$ cat config.mk
export PLATFORM = sky130hd
export DESIGN_NAME = power_seq_host_flat
export DESIGN_NICKNAME = d
export VERILOG_FILES = /design/src/rtl/power_seq_pkg.sv /design/src/rtl/power_link_if.sv /design/src/rtl/power_seq_host.sv /design/src/flat_wrapper.sv
export SDC_FILE = /design/constraint.sdc
export NUM_CORES = 1
export LEC_CHECK = 0
export BUFFER_PORTS_ARGS = -buffer_cell sky130_fd_sc_hd__buf_2
export CORE_UTILIZATION = 49
export DETAILED_ROUTE_END_ITERATION = 7
export GPL_TIMING_DRIVEN = 0
export PLACE_DENSITY = 0.7
export SLEW_MARGIN = 20
export SYNTH_ARGS = -nofsm -noshare
export SYNTH_HDL_FRONTEND = slang
export SYNTH_SLANG_ARGS = --single-unit
$ cat constraint.sdc
create_clock -name clk -period 2.6 [get_ports clk]
set_input_delay 0.65 -clock clk [delete_from_list [all_inputs] [get_ports clk]]
set_output_delay 0.65 -clock clk [all_outputs]
set_load 0.005 [all_outputs]
$ cat src/rtl/power_seq_pkg.sv
// Shared constants for the module power on/off sequencing link
// Contract
// RQ1: Host holds power key low 2 s
// RQ2: Key low beyond 70 ms starts power-on
// RQ3: Operational no earlier than 20 s
// RQ4: Host sends no command before ready
// RQ5: Software-ready high only when commands accepted
// RQ6: Power-monitor high once pads configured
// RQ7: Host drives power key open-drain only
// RQ8: Key tied low powers on at supply
// RQ9: Host keeps lines low while module off
// RQ10: Host allows 2-6 s command answer wait
// RQ11: Shutdown sends network detach request first
// RQ12: Both monitor lines low means off
// RQ13: Shutdown command enters finalization, then lines drop
// RQ14: Software-off completion judged by monitor line
// RQ15: Host holds key low 2.5 s for off
// RQ16: Key low beyond 2.5 s while on: finalize
// RQ17: Hardware-off completion judged by monitor line
// RQ18: Host holds emergency line low 200 ms
// RQ19: Host drives emergency line open-drain only
// RQ20: Emergency path only as last exit
// RQ21: Supply off only after confirmed shutdown
// RQ22: Enabled fast-off falling edge: off within 30 ms
// RQ23: Host synchronises monitor inputs in two stages
// RQ24: Host rejects requests mid-sequence, flags timeouts
package power_seq_pkg;

  // ==========================================================
  // Timebase
  localparam int CNT_W = 40;
  localparam longint unsigned CLK_HZ = 64'h000000000BEBC200;
  localparam longint unsigned CYC_PER_MS = CLK_HZ / 64'h00000000000003E8;

  // ==========================================================
  // Times in milliseconds
  localparam longint unsigned KEY_ON_MS = 64'h00000000000007D0;
  localparam longint unsigned KEY_OFF_MS = 64'h00000000000009C4;
  localparam longint unsigned GLITCH_MS = 64'h0000000000000046;
  localparam longint unsigned BOOT_MS = 64'h0000000000004E20;
  localparam longint unsigned PADS_MS = 64'h0000000000002710;
  localparam longint unsigned EMERG_MS = 64'h00000000000000C8;
  localparam longint unsigned FAST_OFF_MS = 64'h000000000000001E;
  localparam longint unsigned RESP_MIN_MS = 64'h00000000000007D0;
  localparam longint unsigned RESP_MAX_MS = 64'h0000000000001770;
  localparam longint unsigned SW_OFF_TYP_MS = 64'h0000000000002710;
  localparam longint unsigned HW_OFF_TYP_MS = 64'h0000000000003A98;
  localparam longint unsigned TIMEOUT_MS = 64'h000000000000EA60;

  // ==========================================================
  // Times in clock cycles
  localparam logic [CNT_W-1:0] KEY_ON_CYC = CNT_W'(KEY_ON_MS * CYC_PER_MS);
  localparam logic [CNT_W-1:0] KEY_OFF_CYC = CNT_W'(KEY_OFF_MS * CYC_PER_MS);
  localparam logic [CNT_W-1:0] GLITCH_CYC = CNT_W'(GLITCH_MS * CYC_PER_MS);
  localparam logic [CNT_W-1:0] BOOT_CYC = CNT_W'(BOOT_MS * CYC_PER_MS);
  localparam logic [CNT_W-1:0] PADS_CYC = CNT_W'(PADS_MS * CYC_PER_MS);
  localparam logic [CNT_W-1:0] EMERG_CYC = CNT_W'(EMERG_MS * CYC_PER_MS);
  localparam logic [CNT_W-1:0] FAST_OFF_CYC = CNT_W'(FAST_OFF_MS * CYC_PER_MS);
  localparam logic [CNT_W-1:0] RESP_MAX_CYC = CNT_W'(RESP_MAX_MS * CYC_PER_MS);
  localparam logic [CNT_W-1:0] TIMEOUT_CYC = CNT_W'(TIMEOUT_MS * CYC_PER_MS);
  // Margin past the device's strict "longer than" compare
  localparam logic [CNT_W-1:0] HOLD_MARGIN_CYC = CNT_W'(64'h0000000000000004);

  typedef enum logic [2:0] {
    DEV_OFF,
    DEV_BOOT,
    DEV_ACTIVE,
    DEV_FINAL
  } dev_state_t;

  typedef enum logic [2:0] {
    HST_IDLE,
    HST_PRESS_ON,
    HST_WAIT_UP,
    HST_READY,
    HST_PRESS_OFF,
    HST_WAIT_DOWN,
    HST_EMERG
  } host_state_t;

endpackage : power_seq_pkg

$ cat src/rtl/power_link_if.sv
// Link between host controller and module power control lines
`timescale 1ns/1ps
`default_nettype none
interface power_link_if;
  logic keyOut;
  logic keyOe;
  logic emergencyOut;
  logic emergencyOe;
  logic shutdownCommand;
  logic powerMonitor;
  logic softwareReady;
  logic powerKeyN;
  logic emergencyOffN;

  // ==========================================================
  // Open-drain lines with the module's internal pull-up
  assign powerKeyN = keyOe ? keyOut : 1'b1;
  assign emergencyOffN = emergencyOe ? emergencyOut : 1'b1;

  modport host (
    output keyOut,
    output keyOe,
    output emergencyOut,
    output emergencyOe,
    output shutdownCommand,
    input powerMonitor,
    input softwareReady,
    input powerKeyN,
    input emergencyOffN
  );

  modport device (
    input powerKeyN,
    input emergencyOffN,
    input shutdownCommand,
    output powerMonitor,
    output softwareReady
  );
endinterface : power_link_if
`default_nettype wire

$ cat src/rtl/power_seq_host.sv
// Host-side controller driving module power key and emergency line
`timescale 1ns/1ps
`default_nettype none
module power_seq_host
  import power_seq_pkg::*;
#(
  parameter logic [CNT_W-1:0] ON_HOLD_CYCLES = KEY_ON_CYC,
  parameter logic [CNT_W-1:0] OFF_HOLD_CYCLES = CNT_W'(KEY_OFF_CYC + HOLD_MARGIN_CYC),
  parameter logic [CNT_W-1:0] EMERG_HOLD_CYCLES = CNT_W'(EMERG_CYC + HOLD_MARGIN_CYC),
  parameter logic [CNT_W-1:0] TIMEOUT_CYCLES = TIMEOUT_CYC
) (
  input wire logic clk,
  input wire logic srst,
  power_link_if.host link,
  input wire logic reqPowerOn,
  input wire logic reqHwOff,
  input wire logic reqSwOff,
  input wire logic reqEmergency,
  output logic busy,
  output logic moduleReady,
  output logic timeoutErr,
  output logic requestRejected,
  output logic supplyOffOk
);
  host_state_t state_ff, nxt_state;
  logic [CNT_W-1:0] timer_ff, nxt_timer;
  logic [1:0] sync1_ff;
  logic [1:0] sync2_ff;
  logic keyOe_ff, nxt_keyOe;
  logic emergOe_ff, nxt_emergOe;
  logic driveLow_ff;
  logic cmd_ff, nxt_cmd;
  logic busy_ff, nxt_busy;
  logic ready_ff, nxt_ready;
  logic err_ff, nxt_err;
  logic rej_ff, nxt_rej;
  logic supply_ff, nxt_supply;
  logic monitorUp;
  logic readyUp;
  logic anyReq;
  logic timerDone;

  // ==========================================================
  // Monitor line synchronisers
  always_ff @(posedge clk) begin
    if (srst) begin
      sync1_ff <= 2'h0;
      sync2_ff <= 2'h0;
    end else begin
      sync1_ff <= {link.softwareReady, link.powerMonitor}; // RQ23
      sync2_ff <= sync1_ff; // RQ23
    end
  end

  assign monitorUp = sync2_ff[0];
  assign readyUp = sync2_ff[1];
  assign anyReq = reqPowerOn || reqHwOff || reqSwOff;
  assign timerDone = (timer_ff >= TIMEOUT_CYCLES);

  // ==========================================================
  // Sequencer
  always_comb begin
    nxt_state = state_ff;
    nxt_timer = CNT_W'(timer_ff + 1'b1);
    nxt_keyOe = 1'b0;
    nxt_emergOe = 1'b0;
    nxt_cmd = 1'b0;
    nxt_ready = 1'b0;
    nxt_err = err_ff;
    nxt_rej = 1'b0;
    nxt_supply = supply_ff;
    unique case (state_ff)
      HST_IDLE: begin
        nxt_timer = '0;
        if (reqPowerOn) begin
          nxt_state = HST_PRESS_ON;
          nxt_keyOe = 1'b1; // RQ1 RQ7
          nxt_err = 1'b0;
          nxt_supply = 1'b0;
        end else if (reqHwOff || reqSwOff) begin
          nxt_rej = 1'b1; // RQ24
        end
      end
      HST_PRESS_ON: begin
        nxt_keyOe = 1'b1; // RQ1
        nxt_rej = anyReq; // RQ24
        if (timer_ff >= CNT_W'(ON_HOLD_CYCLES - 1'b1)) begin
          nxt_state = HST_WAIT_UP;
          nxt_keyOe = 1'b0; // RQ1
          nxt_timer = '0;
        end
      end
      HST_WAIT_UP: begin
        nxt_rej = anyReq; // RQ4 RQ24
        if (readyUp && monitorUp) begin
          nxt_state = HST_READY;
          nxt_ready = 1'b1; // RQ4
        end else if (timerDone) begin
          nxt_state = HST_IDLE;
          nxt_err = 1'b1; // RQ24
        end
      end
      HST_READY: begin
        nxt_ready = 1'b1;
        nxt_timer = '0;
        if (!readyUp && !monitorUp) begin
          nxt_state = HST_IDLE;
          nxt_ready = 1'b0;
          nxt_supply = 1'b1; // RQ12
        end else if (reqHwOff) begin
          nxt_state = HST_PRESS_OFF;
          nxt_keyOe = 1'b1; // RQ15 RQ7
          nxt_ready = 1'b0;
        end else if (reqSwOff) begin
          // Command only while the module answers commands
          nxt_state = HST_WAIT_DOWN;
          nxt_cmd = 1'b1; // RQ4 RQ9
          nxt_ready = 1'b0;
        end else if (reqPowerOn) begin
          nxt_rej = 1'b1; // RQ24
        end
      end
      HST_PRESS_OFF: begin
        nxt_keyOe = 1'b1; // RQ15
        nxt_rej = anyReq; // RQ24
        if (timer_ff >= CNT_W'(OFF_HOLD_CYCLES - 1'b1)) begin
          nxt_state = HST_WAIT_DOWN;
          nxt_keyOe = 1'b0; // RQ15
          nxt_timer = '0;
        end
      end
      HST_WAIT_DOWN: begin
        // No fixed delay: the monitor lines decide, bounded by a timeout
        nxt_rej = anyReq; // RQ24
        if (!readyUp && !monitorUp) begin // RQ12 RQ14 RQ17
          nxt_state = HST_IDLE;
          nxt_supply = 1'b1; // RQ21
        end else if (timerDone) begin // RQ10 RQ14 RQ17
          nxt_state = HST_IDLE;
          nxt_err = 1'b1; // RQ24
        end
      end
      HST_EMERG: begin
        nxt_emergOe = 1'b1; // RQ18 RQ19
        nxt_rej = anyReq; // RQ24
        if (timer_ff >= CNT_W'(EMERG_HOLD_CYCLES - 1'b1)) begin
          nxt_state = HST_WAIT_DOWN;
          nxt_emergOe = 1'b0; // RQ18
          nxt_timer = '0;
        end
      end
      default: begin
        nxt_state = HST_IDLE;
      end
    endcase
    // Emergency exit overrides any sequence, only on explicit request
    if (reqEmergency && state_ff != HST_EMERG) begin // RQ20
      nxt_state = HST_EMERG;
      nxt_timer = '0;
      nxt_keyOe = 1'b0;
      nxt_emergOe = 1'b1; // RQ18 RQ19
      nxt_cmd = 1'b0;
      nxt_ready = 1'b0;
      nxt_rej = 1'b0;
      nxt_supply = 1'b0;
    end
    nxt_busy = (nxt_state != HST_IDLE) && (nxt_state != HST_READY);
  end

  always_ff @(posedge clk) begin
    if (srst) begin
      state_ff <= HST_IDLE;
      timer_ff <= '0;
      keyOe_ff <= 1'b0;
      emergOe_ff <= 1'b0;
      driveLow_ff <= 1'b0;
      cmd_ff <= 1'b0;
      busy_ff <= 1'b0;
      ready_ff <= 1'b0;
      err_ff <= 1'b0;
      rej_ff <= 1'b0;
      supply_ff <= 1'b0;
    end else begin
      state_ff <= nxt_state;
      timer_ff <= nxt_timer;
      keyOe_ff <= nxt_keyOe;
      emergOe_ff <= nxt_emergOe;
      driveLow_ff <= 1'b0; // RQ7 RQ19
      cmd_ff <= nxt_cmd;
      busy_ff <= nxt_busy;
      ready_ff <= nxt_ready;
      err_ff <= nxt_err;
      rej_ff <= nxt_rej;
      supply_ff <= nxt_supply;
    end
  end

  // ==========================================================
  // Outputs
  assign link.keyOut = driveLow_ff;
  assign link.keyOe = keyOe_ff;
  assign link.emergencyOut = driveLow_ff;
  assign link.emergencyOe = emergOe_ff;
  assign link.shutdownCommand = cmd_ff;
  assign busy = busy_ff;
  assign moduleReady = ready_ff;
  assign timeoutErr = err_ff;
  assign requestRejected = rej_ff;
  assign supplyOffOk = supply_ff;
endmodule : power_seq_host
`default_nettype wire

$ cat src/flat_wrapper.sv
// flat-port wrapper written by rule: the top's interface ports become plain ports
module power_seq_host_flat import power_seq_pkg::*;
#(
  parameter logic [CNT_W-1:0] ON_HOLD_CYCLES = KEY_ON_CYC,
  parameter logic [CNT_W-1:0] OFF_HOLD_CYCLES = CNT_W'(KEY_OFF_CYC + HOLD_MARGIN_CYC),
  parameter logic [CNT_W-1:0] EMERG_HOLD_CYCLES = CNT_W'(EMERG_CYC + HOLD_MARGIN_CYC),
  parameter logic [CNT_W-1:0] TIMEOUT_CYCLES = TIMEOUT_CYC
)
  (clk, srst, reqPowerOn, reqHwOff, reqSwOff, reqEmergency, busy, moduleReady, timeoutErr, requestRejected, supplyOffOk, link_keyOut, link_keyOe, link_emergencyOut, link_emergencyOe, link_shutdownCommand, link_powerMonitor, link_softwareReady);
  power_link_if link_i ();
  input wire logic clk;
  input wire logic srst;
  input wire logic reqPowerOn;
  input wire logic reqHwOff;
  input wire logic reqSwOff;
  input wire logic reqEmergency;
  output logic busy;
  output logic moduleReady;
  output logic timeoutErr;
  output logic requestRejected;
  output logic supplyOffOk;
  output wire logic [$bits(link_i.keyOut)-1:0] link_keyOut;
  output wire logic [$bits(link_i.keyOe)-1:0] link_keyOe;
  output wire logic [$bits(link_i.emergencyOut)-1:0] link_emergencyOut;
  output wire logic [$bits(link_i.emergencyOe)-1:0] link_emergencyOe;
  output wire logic [$bits(link_i.shutdownCommand)-1:0] link_shutdownCommand;
  input wire logic [$bits(link_i.powerMonitor)-1:0] link_powerMonitor;
  input wire logic [$bits(link_i.softwareReady)-1:0] link_softwareReady;
  assign link_keyOut = link_i.keyOut;
  assign link_keyOe = link_i.keyOe;
  assign link_emergencyOut = link_i.emergencyOut;
  assign link_emergencyOe = link_i.emergencyOe;
  assign link_shutdownCommand = link_i.shutdownCommand;
  assign link_i.powerMonitor = link_powerMonitor;
  assign link_i.softwareReady = link_softwareReady;
  power_seq_host #(.ON_HOLD_CYCLES(ON_HOLD_CYCLES), .OFF_HOLD_CYCLES(OFF_HOLD_CYCLES), .EMERG_HOLD_CYCLES(EMERG_HOLD_CYCLES), .TIMEOUT_CYCLES(TIMEOUT_CYCLES)) u_core (.clk(clk), .srst(srst), .link(link_i), .reqPowerOn(reqPowerOn), .reqHwOff(reqHwOff), .reqSwOff(reqSwOff), .reqEmergency(reqEmergency), .busy(busy), .moduleReady(moduleReady), .timeoutErr(timeoutErr), .requestRejected(requestRejected), .supplyOffOk(supplyOffOk));
endmodule
==> run metrics, run 1 <==
Post-Syn Area=3140 um2; drt total wl=6670 um; multiplexer share of the synthesized area=0%; Top Metal Used=met4; Crit Path Category=register to register; register area share after synthesis=35.1%; final hold vios=0; vias per inst=5.64; XOR/XNOR Fraction of Synth Area=10.6%; die area=6730 um2; static leakage=1.19 nW; main flop type after synthesis=dfxtp_1; Slew Viols, Final=0; first-pass GRT wire length=11200 um; CP max stage delay=450 ps; CTS Hold Bufs=0; CP max FO=10; drt pass-1 iters=5; compound-gate portion of the synthesized area=11.8%; via count=2690; boundary pin count=18; Power Density=421 nW/um2; status=complete, no violations; Adder-Cell Fraction of Synth Area=0.797%; Worst setup SP type=register; CP cell instances=or3_1, nor4b_2, nand3_1, o21ai_2, nor4_4, o41ai_4, buf_4, buf_6, nor2_2; DP HPWL=4730 um; DIE HEIGHT=82.0 um; syn avg cell area=8.33 um2; DR WL met3=431 um; global-route usage over all layers=21.3%; Worst Slack Setup Final=148 ps; Cell Rows=28; Max-Cap Viols=0; arrival time at the worst endpoint=2660 ps; CP delay by family, top=simple AND/OR/NAND/NOR gates; DRC=0; slew margin rel.=61.0%; wire per inst=14.0 um; Area Overhead vs Synth=11.3%; Final nets=411; proportion of layout cells with a drive suffix above 1=25.9%; Placed Area=3310 um2; synthesized instance count=377; Period minus WS final=2450 ps; Finished Layout Cells=477; maximum number of pins on one net before global-route repair=16; Fillers=567; M1 wire length=3270 um; n_diodes=0; vias in the first global route=2406; final setup fails=0; simple-gate share of the synthesized area=36.6%; Die Width=82.0 um; Final Cell Area=3490 um2; post-route ant nets=0; Met2 Wirelength=2900 um; Max stage delay cell, worst path=or3_1; root buf cell=clkbuf_8; core area=6060 um2; setup tns final=0 ps; pre-CTS WS=-173 ps; drt first-iter violations=326; #FFs+latches synth=55; Initial Utilization=51.8%; Peak VDD IR=0.192 mV; Routability Congestion=0.864; crit share post-route=94.3%; Max Fclk=0.408 GHz; Port Buffers=15; initial antenna violation count=0; Worst-Skew Late Latency=310 ps; worst path bufs/invs=2; EDFF count, synth=0; Clock Tree Buf Depth=2; Yosys warnings=0; Setup Skew=8.80 ps; Worst-Margin Slew=570 ps; Placed Cells=468; main combinational cell family by area after synthesis=simple AND/OR/NAND/NOR gates; Worst-path clk slew=90 ps; Worst setup EP type=register; grt total ovfl=0; CTS Sinks=55; TritonCTS clock tree=done; cts bufs inserted=5; H-tree depth=2; Worst EP required=2810 ps; Hold Crit Class=register to register; Unique masters post-synth=61; ys async rst share=0%
[metrics by stage]
step	hold WS (ps)	util [%]	power (mW)
final	442	57.7	1.47
after detailed placement	421	54.6	1.02
after floorplan	414	-	0.983
after global placement	418	54.6	1.02
after CTS	445	56.3	1.48
after global routing	465	57.7	1.53
[cell usage after synthesis, types with 2 or more instances]
cell	n	area, um2
nor4b_2	2	30.0
and4_1	4	35.0
buf_4	5	37.5
or3_1	3	18.8
nand4_1	3	18.8
nor4b_1	2	17.5
a2111oi_0	3	26.3
o22a_1	2	17.5
a21o_1	2	15.0
nor3_1	14	70.1
xnor2_1	26	228
o21bai_1	3	22.5
nor2_2	39	244
and3_1	10	62.6
o22ai_1	2	12.5
nor2_1	31	116
clkbuf_1	7	26.3
or4_1	3	22.5
a211oi_1	4	30.0
xor2_1	12	105
nand2_1	36	135
dfxtp_1	55	1100
nor2b_1	5	31.3
buf_2	5	25.0
and2_1	2	12.5
a31oi_1	2	12.5
nand4_2	2	25.0
buf_6	4	45.0
o221ai_1	2	17.5
o21ai_0	5	25.0
nand2b_1	3	18.8
or2_2	3	18.8
nor4_1	7	43.8
o21ai_1	2	10.0
nand3_1	19	95.1
nand4b_1	4	35.0
inv_1	5	18.8
ha_1	2	25.0
a21oi_1	15	75.1
[report_power, final]
part           internal [mW]  switching [mW]
clock                  0.190           0.275
sequential             0.856         0.00740
combinational         0.0552          0.0863
[what timing repair did]
| action | 4_1_cts | 5_1_grt |
|---|---|---|
| resized for setup | 2 | 16 |
| setup buffers | 1 | 0 |
| hold endpoints to repair | 0 | 0 |
| setup endpoints to repair | 40 | 40 |
| pin swaps | 1 | 1 |
[cell usage in the layout (no fill, tap or decap), drive strengths merged, types with 4 or more instances in the layout]
| cell | netlist | final |
|---|---|---|
| a211oi | 5 | 5 |
| a21oi | 16 | 16 |
| and3 | 10 | 10 |
| and4 | 5 | 5 |
| buf | 15 | 31 |
| clkbuf | 7 | 14 |
| dfxtp | 55 | 55 |
| inv | 5 | 5 |
| nand2 | 36 | 36 |
| nand3 | 20 | 20 |
| nand4 | 5 | 5 |
| nand4b | 4 | 4 |
| nor2 | 70 | 70 |
| nor2b | 5 | 5 |
| nor3 | 15 | 15 |
| nor4 | 8 | 8 |
| nor4b | 4 | 4 |
| o21ai | 7 | 7 |
| or2 | 4 | 4 |
| xnor2 | 26 | 26 |
| xor2 | 12 | 12 |
[worst reg2reg max path, delay by kind of cell (launching register included)]
family                 cells  cell delay, ps
buffers and inverters      2             380
and+or+nand+nor            5            1090
DFF                        1             390
AOI/OAI and AO/OA          2             500
[layout make-up]
| class | instances | area [um2] | share of cell area (%) |
|---|---|---|---|
| Clock buffer | 7 | 76.3 | 2.18 |
| Sequential cell | 55 | 1100 | 31.6 |
| Multi-Input combinational cell | 296 | 1980 | 56.6 |
| Buffer | 22 | 138 | 3.94 |
| Timing Repair Buffer | 16 | 82.6 | 2.36 |
| Tap cell | 75 | 93.8 | 2.69 |
| Inverter | 5 | 18.8 | 0.537 |
| Clock inverter | 1 | 5.00 | 0.143 |
[sequential cells by signal, indices dropped and copies added, names as in the netlist]
| register | cells |
|---|---|
| u_core.timeoutErr | 1 |
| u_core.state_ff | 3 |
| u_core.busy | 1 |
| u_core.link.keyOe | 1 |
| u_core.link.shutdownCommand | 1 |
| u_core.sync2_ff | 2 |
| u_core.link.emergencyOe | 1 |
| u_core.requestRejected | 1 |
| u_core.timer_ff | 40 |
| u_core.moduleReady | 1 |
| u_core.sync1_ff | 2 |
| u_core.supplyOffOk | 1 |
[cell families (layout without fill, tap and decap cells)]
family,count (synthesis),in the layout
buffers and inverters,27,51
other,1,2
adders and majority gates,2,2
AOI/OAI and AO/OA,52,52
DFF,55,55
xor gates and xnor gates,38,38
and+or+nand+nor,202,202
[worst paths after layout]
| path | startpoint | endpoint | slack [ps] | cells past startpoint |
|---|---|---|---|---|
| max | u_core.timer_ff[30] | u_core.timer_ff[24] | 150 | 9 |
| min | u_core.sync1_ff[0] | u_core.sync2_ff[0] | 440 | 1 |
| max reg2reg | u_core.timer_ff[30] | u_core.timer_ff[24] | 150 | 9 |
| min reg2reg | u_core.sync1_ff[0] | u_core.sync2_ff[0] | 440 | 1 |
[metal layers]
layer  global-route usage [%]  vias to the layer above
met4                     5.44                        0
met5                        0                        -
met1                     30.8                     1226
met3                     3.33                        8
met2                     32.7                       99
li1                         -                     1357
Note: power is estimated with default switching activity, not from simulation.
==> inputs of run 2 (changes only) <==
--- a/config.mk
+++ b/config.mk
@@ -6,6 +6,7 @@
 export NUM_CORES = 1
 export LEC_CHECK = 0
 export BUFFER_PORTS_ARGS = -buffer_cell sky130_fd_sc_hd__buf_2
+export CORE_ASPECT_RATIO = 0.7
 export CORE_UTILIZATION = 49
 export DETAILED_ROUTE_END_ITERATION = 7
 export GPL_TIMING_DRIVEN = 0
==> run metrics, run 2 (synthesis results as in run 1) <==
proportion of layout cells with a drive suffix above 1=27.0% (+1.2 points); final total power=1.47 mW (+0.20%); failing checks=design-rule violations; Die Width=97.7 um (+19%); Hold Crit Class=register to register; Area Overhead vs Synth=12.8%; setup tns final=0 ps (unchanged); drt total wl=7010 um (+5.0%); global-route usage over all layers=21.9% (+0.56 points); leading cell type in the layout, fill and taps excluded=dfxtp_1; drt first-iter violations=206 (-37%); slew margin rel.=54.3% (-6.7 points); crit share post-route=95.9% (+1.6 points); most frequent cells in the layout=53 x dfxtp_1, 40 x nor2_2, 36 x nand2_1; Top Registers=u_core.timer_ff x40, u_core.state_ff x3; Cell Rows=23 (-18%); P_sw=0.373 mW (+0.98%); DRC=2 (+2); via count=2754 (+2.4%); Logic pwr share=10.0% (+0.4 points); Top Metal Used=met4; Routability Congestion=0.867 (+0.34%); vias in the first global route=2247 (-6.6%); maximum number of pins on one net before global-route repair=17 (+1); cts bufs inserted=5 (unchanged); root buf cell=clkbuf_8; static leakage=1.21 nW (+1.4%); n_diodes=0 (unchanged); status=finished with violations; DP HPWL=5130 um (+8.6%); initial antenna violation count=0 (unchanged); final setup fails=0 (unchanged); DR WL met3=526 um (+22%); number of flip-flops in the largest register=40 (unchanged); first-pass GRT wire length=11400 um (+2.0%); Placed Area=3310 um2 (unchanged); Sequential Power Share=58.6% (about the same); Largest Register=u_core.timer_ff; CP max FO=6 (-4); H-tree depth=2 (unchanged); power share of the clock group=31.4% (-0.3 points); CTS Sinks=55 (unchanged); Initial Utilization=52.7% (+0.90 points); Worst EP required=2800 ps (about the same); CP cell instances=or4_1, nor3_4, a211oi_4, buf_4, or4_1, and4_1, a31oi_1, o21ai_1; Met2 Wirelength=2620 um (-9.7%); Peak VDD IR=0.289 mV (+50%); Crit Path Category=register to register; RSZ-0062 raised after global routing=no; boundary pin count=18 (unchanged); Max-Cap Viols=0 (unchanged); Power Density=416 nW/um2 (-1.1%); Final Cell Area=3540 um2 (+1.4%); Clock Tree Buf Depth=2 (unchanged); vias per inst=5.76 (+2.2%); Setup Skew=9.83 ps (+1.02 ps); Final nets=412 (+0.24%); Port Buffers=15 (unchanged); area of the multi-input gates=2010 um2 (+1.8%); Internal=1.10 mW (about the same); Worst setup SP type=register; Worst setup EP type=register; drt pass-1 iters=7 (+2); Register Area=1100 um2 (unchanged); Slew Viols, Final=0 (unchanged); Worst-Margin Slew=668 ps (+98.4 ps); M1 wire length=3750 um (+15%); Fillers=543 (-4.2%); arrival time at the worst endpoint=2690 ps (+30 ps); final hold vios=0 (unchanged); DIE HEIGHT=69.0 um (-16%); wire per inst=14.7 um (+4.8%); Period minus WS final=2490 ps (+40.8 ps); post-route ant nets=0 (unchanged); die area=6740 um2 (about the same); Worst-path clk slew=100 ps (about the same); crit-path most repeated cell=or4_1; CP max stage delay=590 ps (+140 ps); Worst-Skew Late Latency=310 ps (about the same); grt total ovfl=0 (unchanged); Max stage delay cell, worst path=or4_1; Max Fclk=0.401 GHz (-1.6%); Net Sw Frac=25.3% (+0.20 points); TritonCTS clock tree=done; core area=5960 um2 (-1.7%)
run 2: cell count changes in the layout (fill, tap and decap cells not counted), sizes merged:
| cell | previous run | this run |
|---|---|---|
| clkinvlp | 0 | 1 |
| clkbuf | 14 | 13 |
| buf | 31 | 32 |
run 2: per-stage QoR:
step	instances	setup slack, ps	util (%)	hold WS (ps)
2_1_floorplan	378	211	-	414
3_3_place_gp	468	-110	55.6	418
3_5_place_dp	468	-136	55.6	425
4_1_cts	477	58.3	57.6	449
5_1_grt	478	5.29	59.5	473
6_report	478	107	59.5	444
run 2: area by class of cell:
class | count | area share [%]
multi-input cells | 296 | 56.8
flip-flops and latches | 55 | 31.2
plain buffers | 22 | 3.89
well taps | 75 | 2.65
repair buffers | 17 | 2.54
clock buffers | 6 | 2.05
inverters | 5 | 0.530
clock inverters | 2 | 0.353
run 2: metal layers:
metal | vias up | global-route usage (%)
li1 | 1366 | -
met1 | 1270 | 34.8
met2 | 107 | 28.4
met3 | 11 | 3.83
met4 | 0 | 7.39
met5 | - | 0
run 2: path summary, 6_finish.rpt:
kind | from | end | slack, ps | depth (start not counted)
worst max-delay path | u_core.timer_ff[12] | u_core.busy | 110 | 8
worst min-delay path | u_core.timer_ff[0] | u_core.timer_ff[0] | 440 | 1
worst max register to register | u_core.timer_ff[12] | u_core.busy | 110 | 8
worst min register to register | u_core.timer_ff[0] | u_core.timer_ff[0] | 440 | 1
run 2: what timing repair did:
item                                    CTS  global route
setup buffers                             1             1
hold buffers                              0             0
gates resized for setup                   4            19
pin swaps                                 1             2
gates cloned                              0             0
endpoints found under the setup margin   40            42
run 2: power by group through the flow:
stage	clock (mW)	combinational, mW	sequential (mW)
2_1_floorplan	0	0.102	0.881
3_3_place_gp	0	0.139	0.881
3_5_place_dp	0	0.139	0.882
4_1_cts	0.478	0.142	0.862
5_1_grt	0.514	0.160	0.866
6_report	0.463	0.147	0.863
run 2: critical path, delay by kind of cell, from the launching register on:
family	cells	cell delay [ps]
DFF	1	370
buffers and inverters	1	150
AOI/OAI and AO/OA	3	370
and+or+nand+nor	4	1500
==> inputs of run 3 (changes only) <==
--- a/config.mk
+++ b/config.mk
@@ -10,7 +10,7 @@
 export CORE_UTILIZATION = 49
 export DETAILED_ROUTE_END_ITERATION = 7
 export GPL_TIMING_DRIVEN = 0
-export PLACE_DENSITY = 0.7
+export PLACE_DENSITY = 0.74
 export SLEW_MARGIN = 20
 export SYNTH_ARGS = -nofsm -noshare
 export SYNTH_HDL_FRONTEND = slang
==> run metrics, run 3 (synthesis results as in run 1) <==
Cell Rows=23 (unchanged); pre-CTS WS=-113 ps (+22.8 ps); Reg2Reg Depth=8 (unchanged); final setup fails=0 (unchanged); R2R setup slack=110 ps (about the same); CP max FO=10 (+4); slew margin rel.=52.5% (-1.8 points); Setup Skew=8.76 ps (-1.07 ps); failing checks=design-rule violations; worst hold path depth=1 (unchanged); cts bufs inserted=5 (unchanged); leading cell type in the layout, fill and taps excluded=dfxtp_1; CTS Hold Bufs=0 (unchanged); DRC=3 (+1); Port Buffers=15 (unchanged); Largest Register=u_core.timer_ff; most frequent cells in the layout=54 x dfxtp_1, 39 x nor2_2, 36 x nand2_1; Die Width=97.7 um (unchanged); DIE HEIGHT=69.0 um (unchanged); Period minus WS final=2490 ps (-7.27 ps); initial antenna violation count=0 (unchanged); Max-Cap Viols=0 (unchanged); drt total wl=7160 um (+2.2%); n_diodes=0 (unchanged); proportion of layout cells with a drive suffix above 1=26.2% (-0.86 points); final hold vios=0 (unchanged); CTS Sinks=55 (unchanged); arrival time at the worst endpoint=2690 ps (about the same); Worst setup EP type=register; H-tree depth=2 (unchanged); Crit Path Category=register to register; Clock Tree Buf Depth=2 (unchanged); Worst-Margin Slew=695 ps (+26.7 ps); Worst EP required=2810 ps (about the same); root buf cell=clkbuf_8; core area=5960 um2 (unchanged); post-route ant nets=0 (unchanged); Power Density=424 nW/um2 (+1.9%); boundary pin count=18 (unchanged); crit share post-route=95.6% (-0.28 points); Max Fclk=0.402 GHz (+0.29%); die area=6740 um2 (unchanged); number of flip-flops in the largest register=40 (unchanged); Hold EP=u_core.sync2_ff[0]; Reg-to-Reg End=u_core.busy; global-route usage over all layers=22.2% (+0.31 points); vias in the first global route=2408 (+7.2%); Hold Crit Class=register to register; Peak VDD IR=0.287 mV (-0.62%); drt pass-1 iters=7 (unchanged); Area Overhead vs Synth=12.0%; static leakage=1.19 nW (-1.5%); Routability Congestion=0.904 (+4.3%); maximum number of pins on one net before global-route repair=18 (+1); wire per inst=15.0 um (+2.6%); status=finished with violations; Initial Utilization=52.7% (unchanged); Hold WS=445 ps (+0.835 ps); DP HPWL=5190 um (+1.0%); Slew Viols, Final=0 (unchanged); Worst Slack Setup Final=114 ps (+7.27 ps); via count=2754 (unchanged); first-pass GRT wire length=11700 um (+2.3%); vias per inst=5.79 (+0.42%); grt total ovfl=0 (unchanged); worst r2r src=u_core.timer_ff[29]; Worst-Skew Late Latency=310 ps (about the same); hold path start=u_core.sync1_ff[0]; Final nets=410 (-0.49%); Top Registers=u_core.timer_ff x40, u_core.state_ff x3; TritonCTS clock tree=done; Worst-path clk slew=100 ps (about the same); Worst setup SP type=register; drt first-iter violations=203 (-1.5%)
==> run 3: worst max-delay path: stages (launching register included) <==
cell,delay [ps]
dfxtp_1,320
clkbuf_1,250
a211oi_1,290
o21bai_1,120
a2111oi_0,680
a21oi_1,200
and4_1,240
a31oi_1,190
o21ai_1,90
==> run 3: stage by stage <==
stage	setup TNS, ps	total power, mW	util (%)	instance area, um2	instances
2_1_floorplan	0	0.983	-	3140	378
4_1_cts	0	1.50	57.6	3430	477
5_1_grt	-213	1.55	59.0	3520	476
3_5_place_dp	-3890	1.02	55.6	3310	468
3_3_place_gp	-2830	1.02	55.6	3310	468
6_report	0	1.49	59.0	3520	476
==> run 3: cell type report <==
cell class / instances / area (um2)
inverters: 5 / 18.8
clock inverters: 3 / 20.0
plain buffers: 21 / 134
multi-input cells: 296 / 2000
well taps: 75 / 93.8
clock buffers: 5 / 68.8
repair buffers: 16 / 82.6
fillers: 532 / 2440
flip-flops and latches: 55 / 1100
==> run 3: how the worst max path moves through the flow <==
stage,start,end,slack [ps]
2_1_floorplan,u_core.timer_ff[0],u_core.timer_ff[20],210
3_3_place_gp,u_core.timer_ff[0],u_core.timer_ff[36],-100
6_report,u_core.timer_ff[29],u_core.busy,110
3_5_place_dp,u_core.timer_ff[0],u_core.timer_ff[32],-110
4_1_cts,u_core.timer_ff[0],u_core.timer_ff[4],40
5_1_grt,u_core.timer_ff[15],u_core.timer_ff[19],-20
==> run 3: repair_timing <==
item,in CTS,in global routing
endpoints found under the setup margin,40,42
setup buffers,1,0
hold endpoints to repair,0,0
pin swaps,1,2
cloned,0,0
gates resized for setup,4,15
==> run 3: power by group <==
part           leakage [nW]  total (mW)  switching (mW)  internal [mW]
clock                0.0402       0.481           0.293          0.188
sequential            0.446       0.863         0.00767          0.856
combinational         0.706       0.146          0.0904         0.0553
total                  1.19        1.49           0.391           1.10
==> run 3: per-layer routing <==
layer  vias up  wire length [um]  GRT usage, %
met4         0                93          6.63
met5         -                 0             0
li1       1367                 -             -
met2       104              2830          30.6
met3        10               537          4.74
met1      1273              3700          33.8
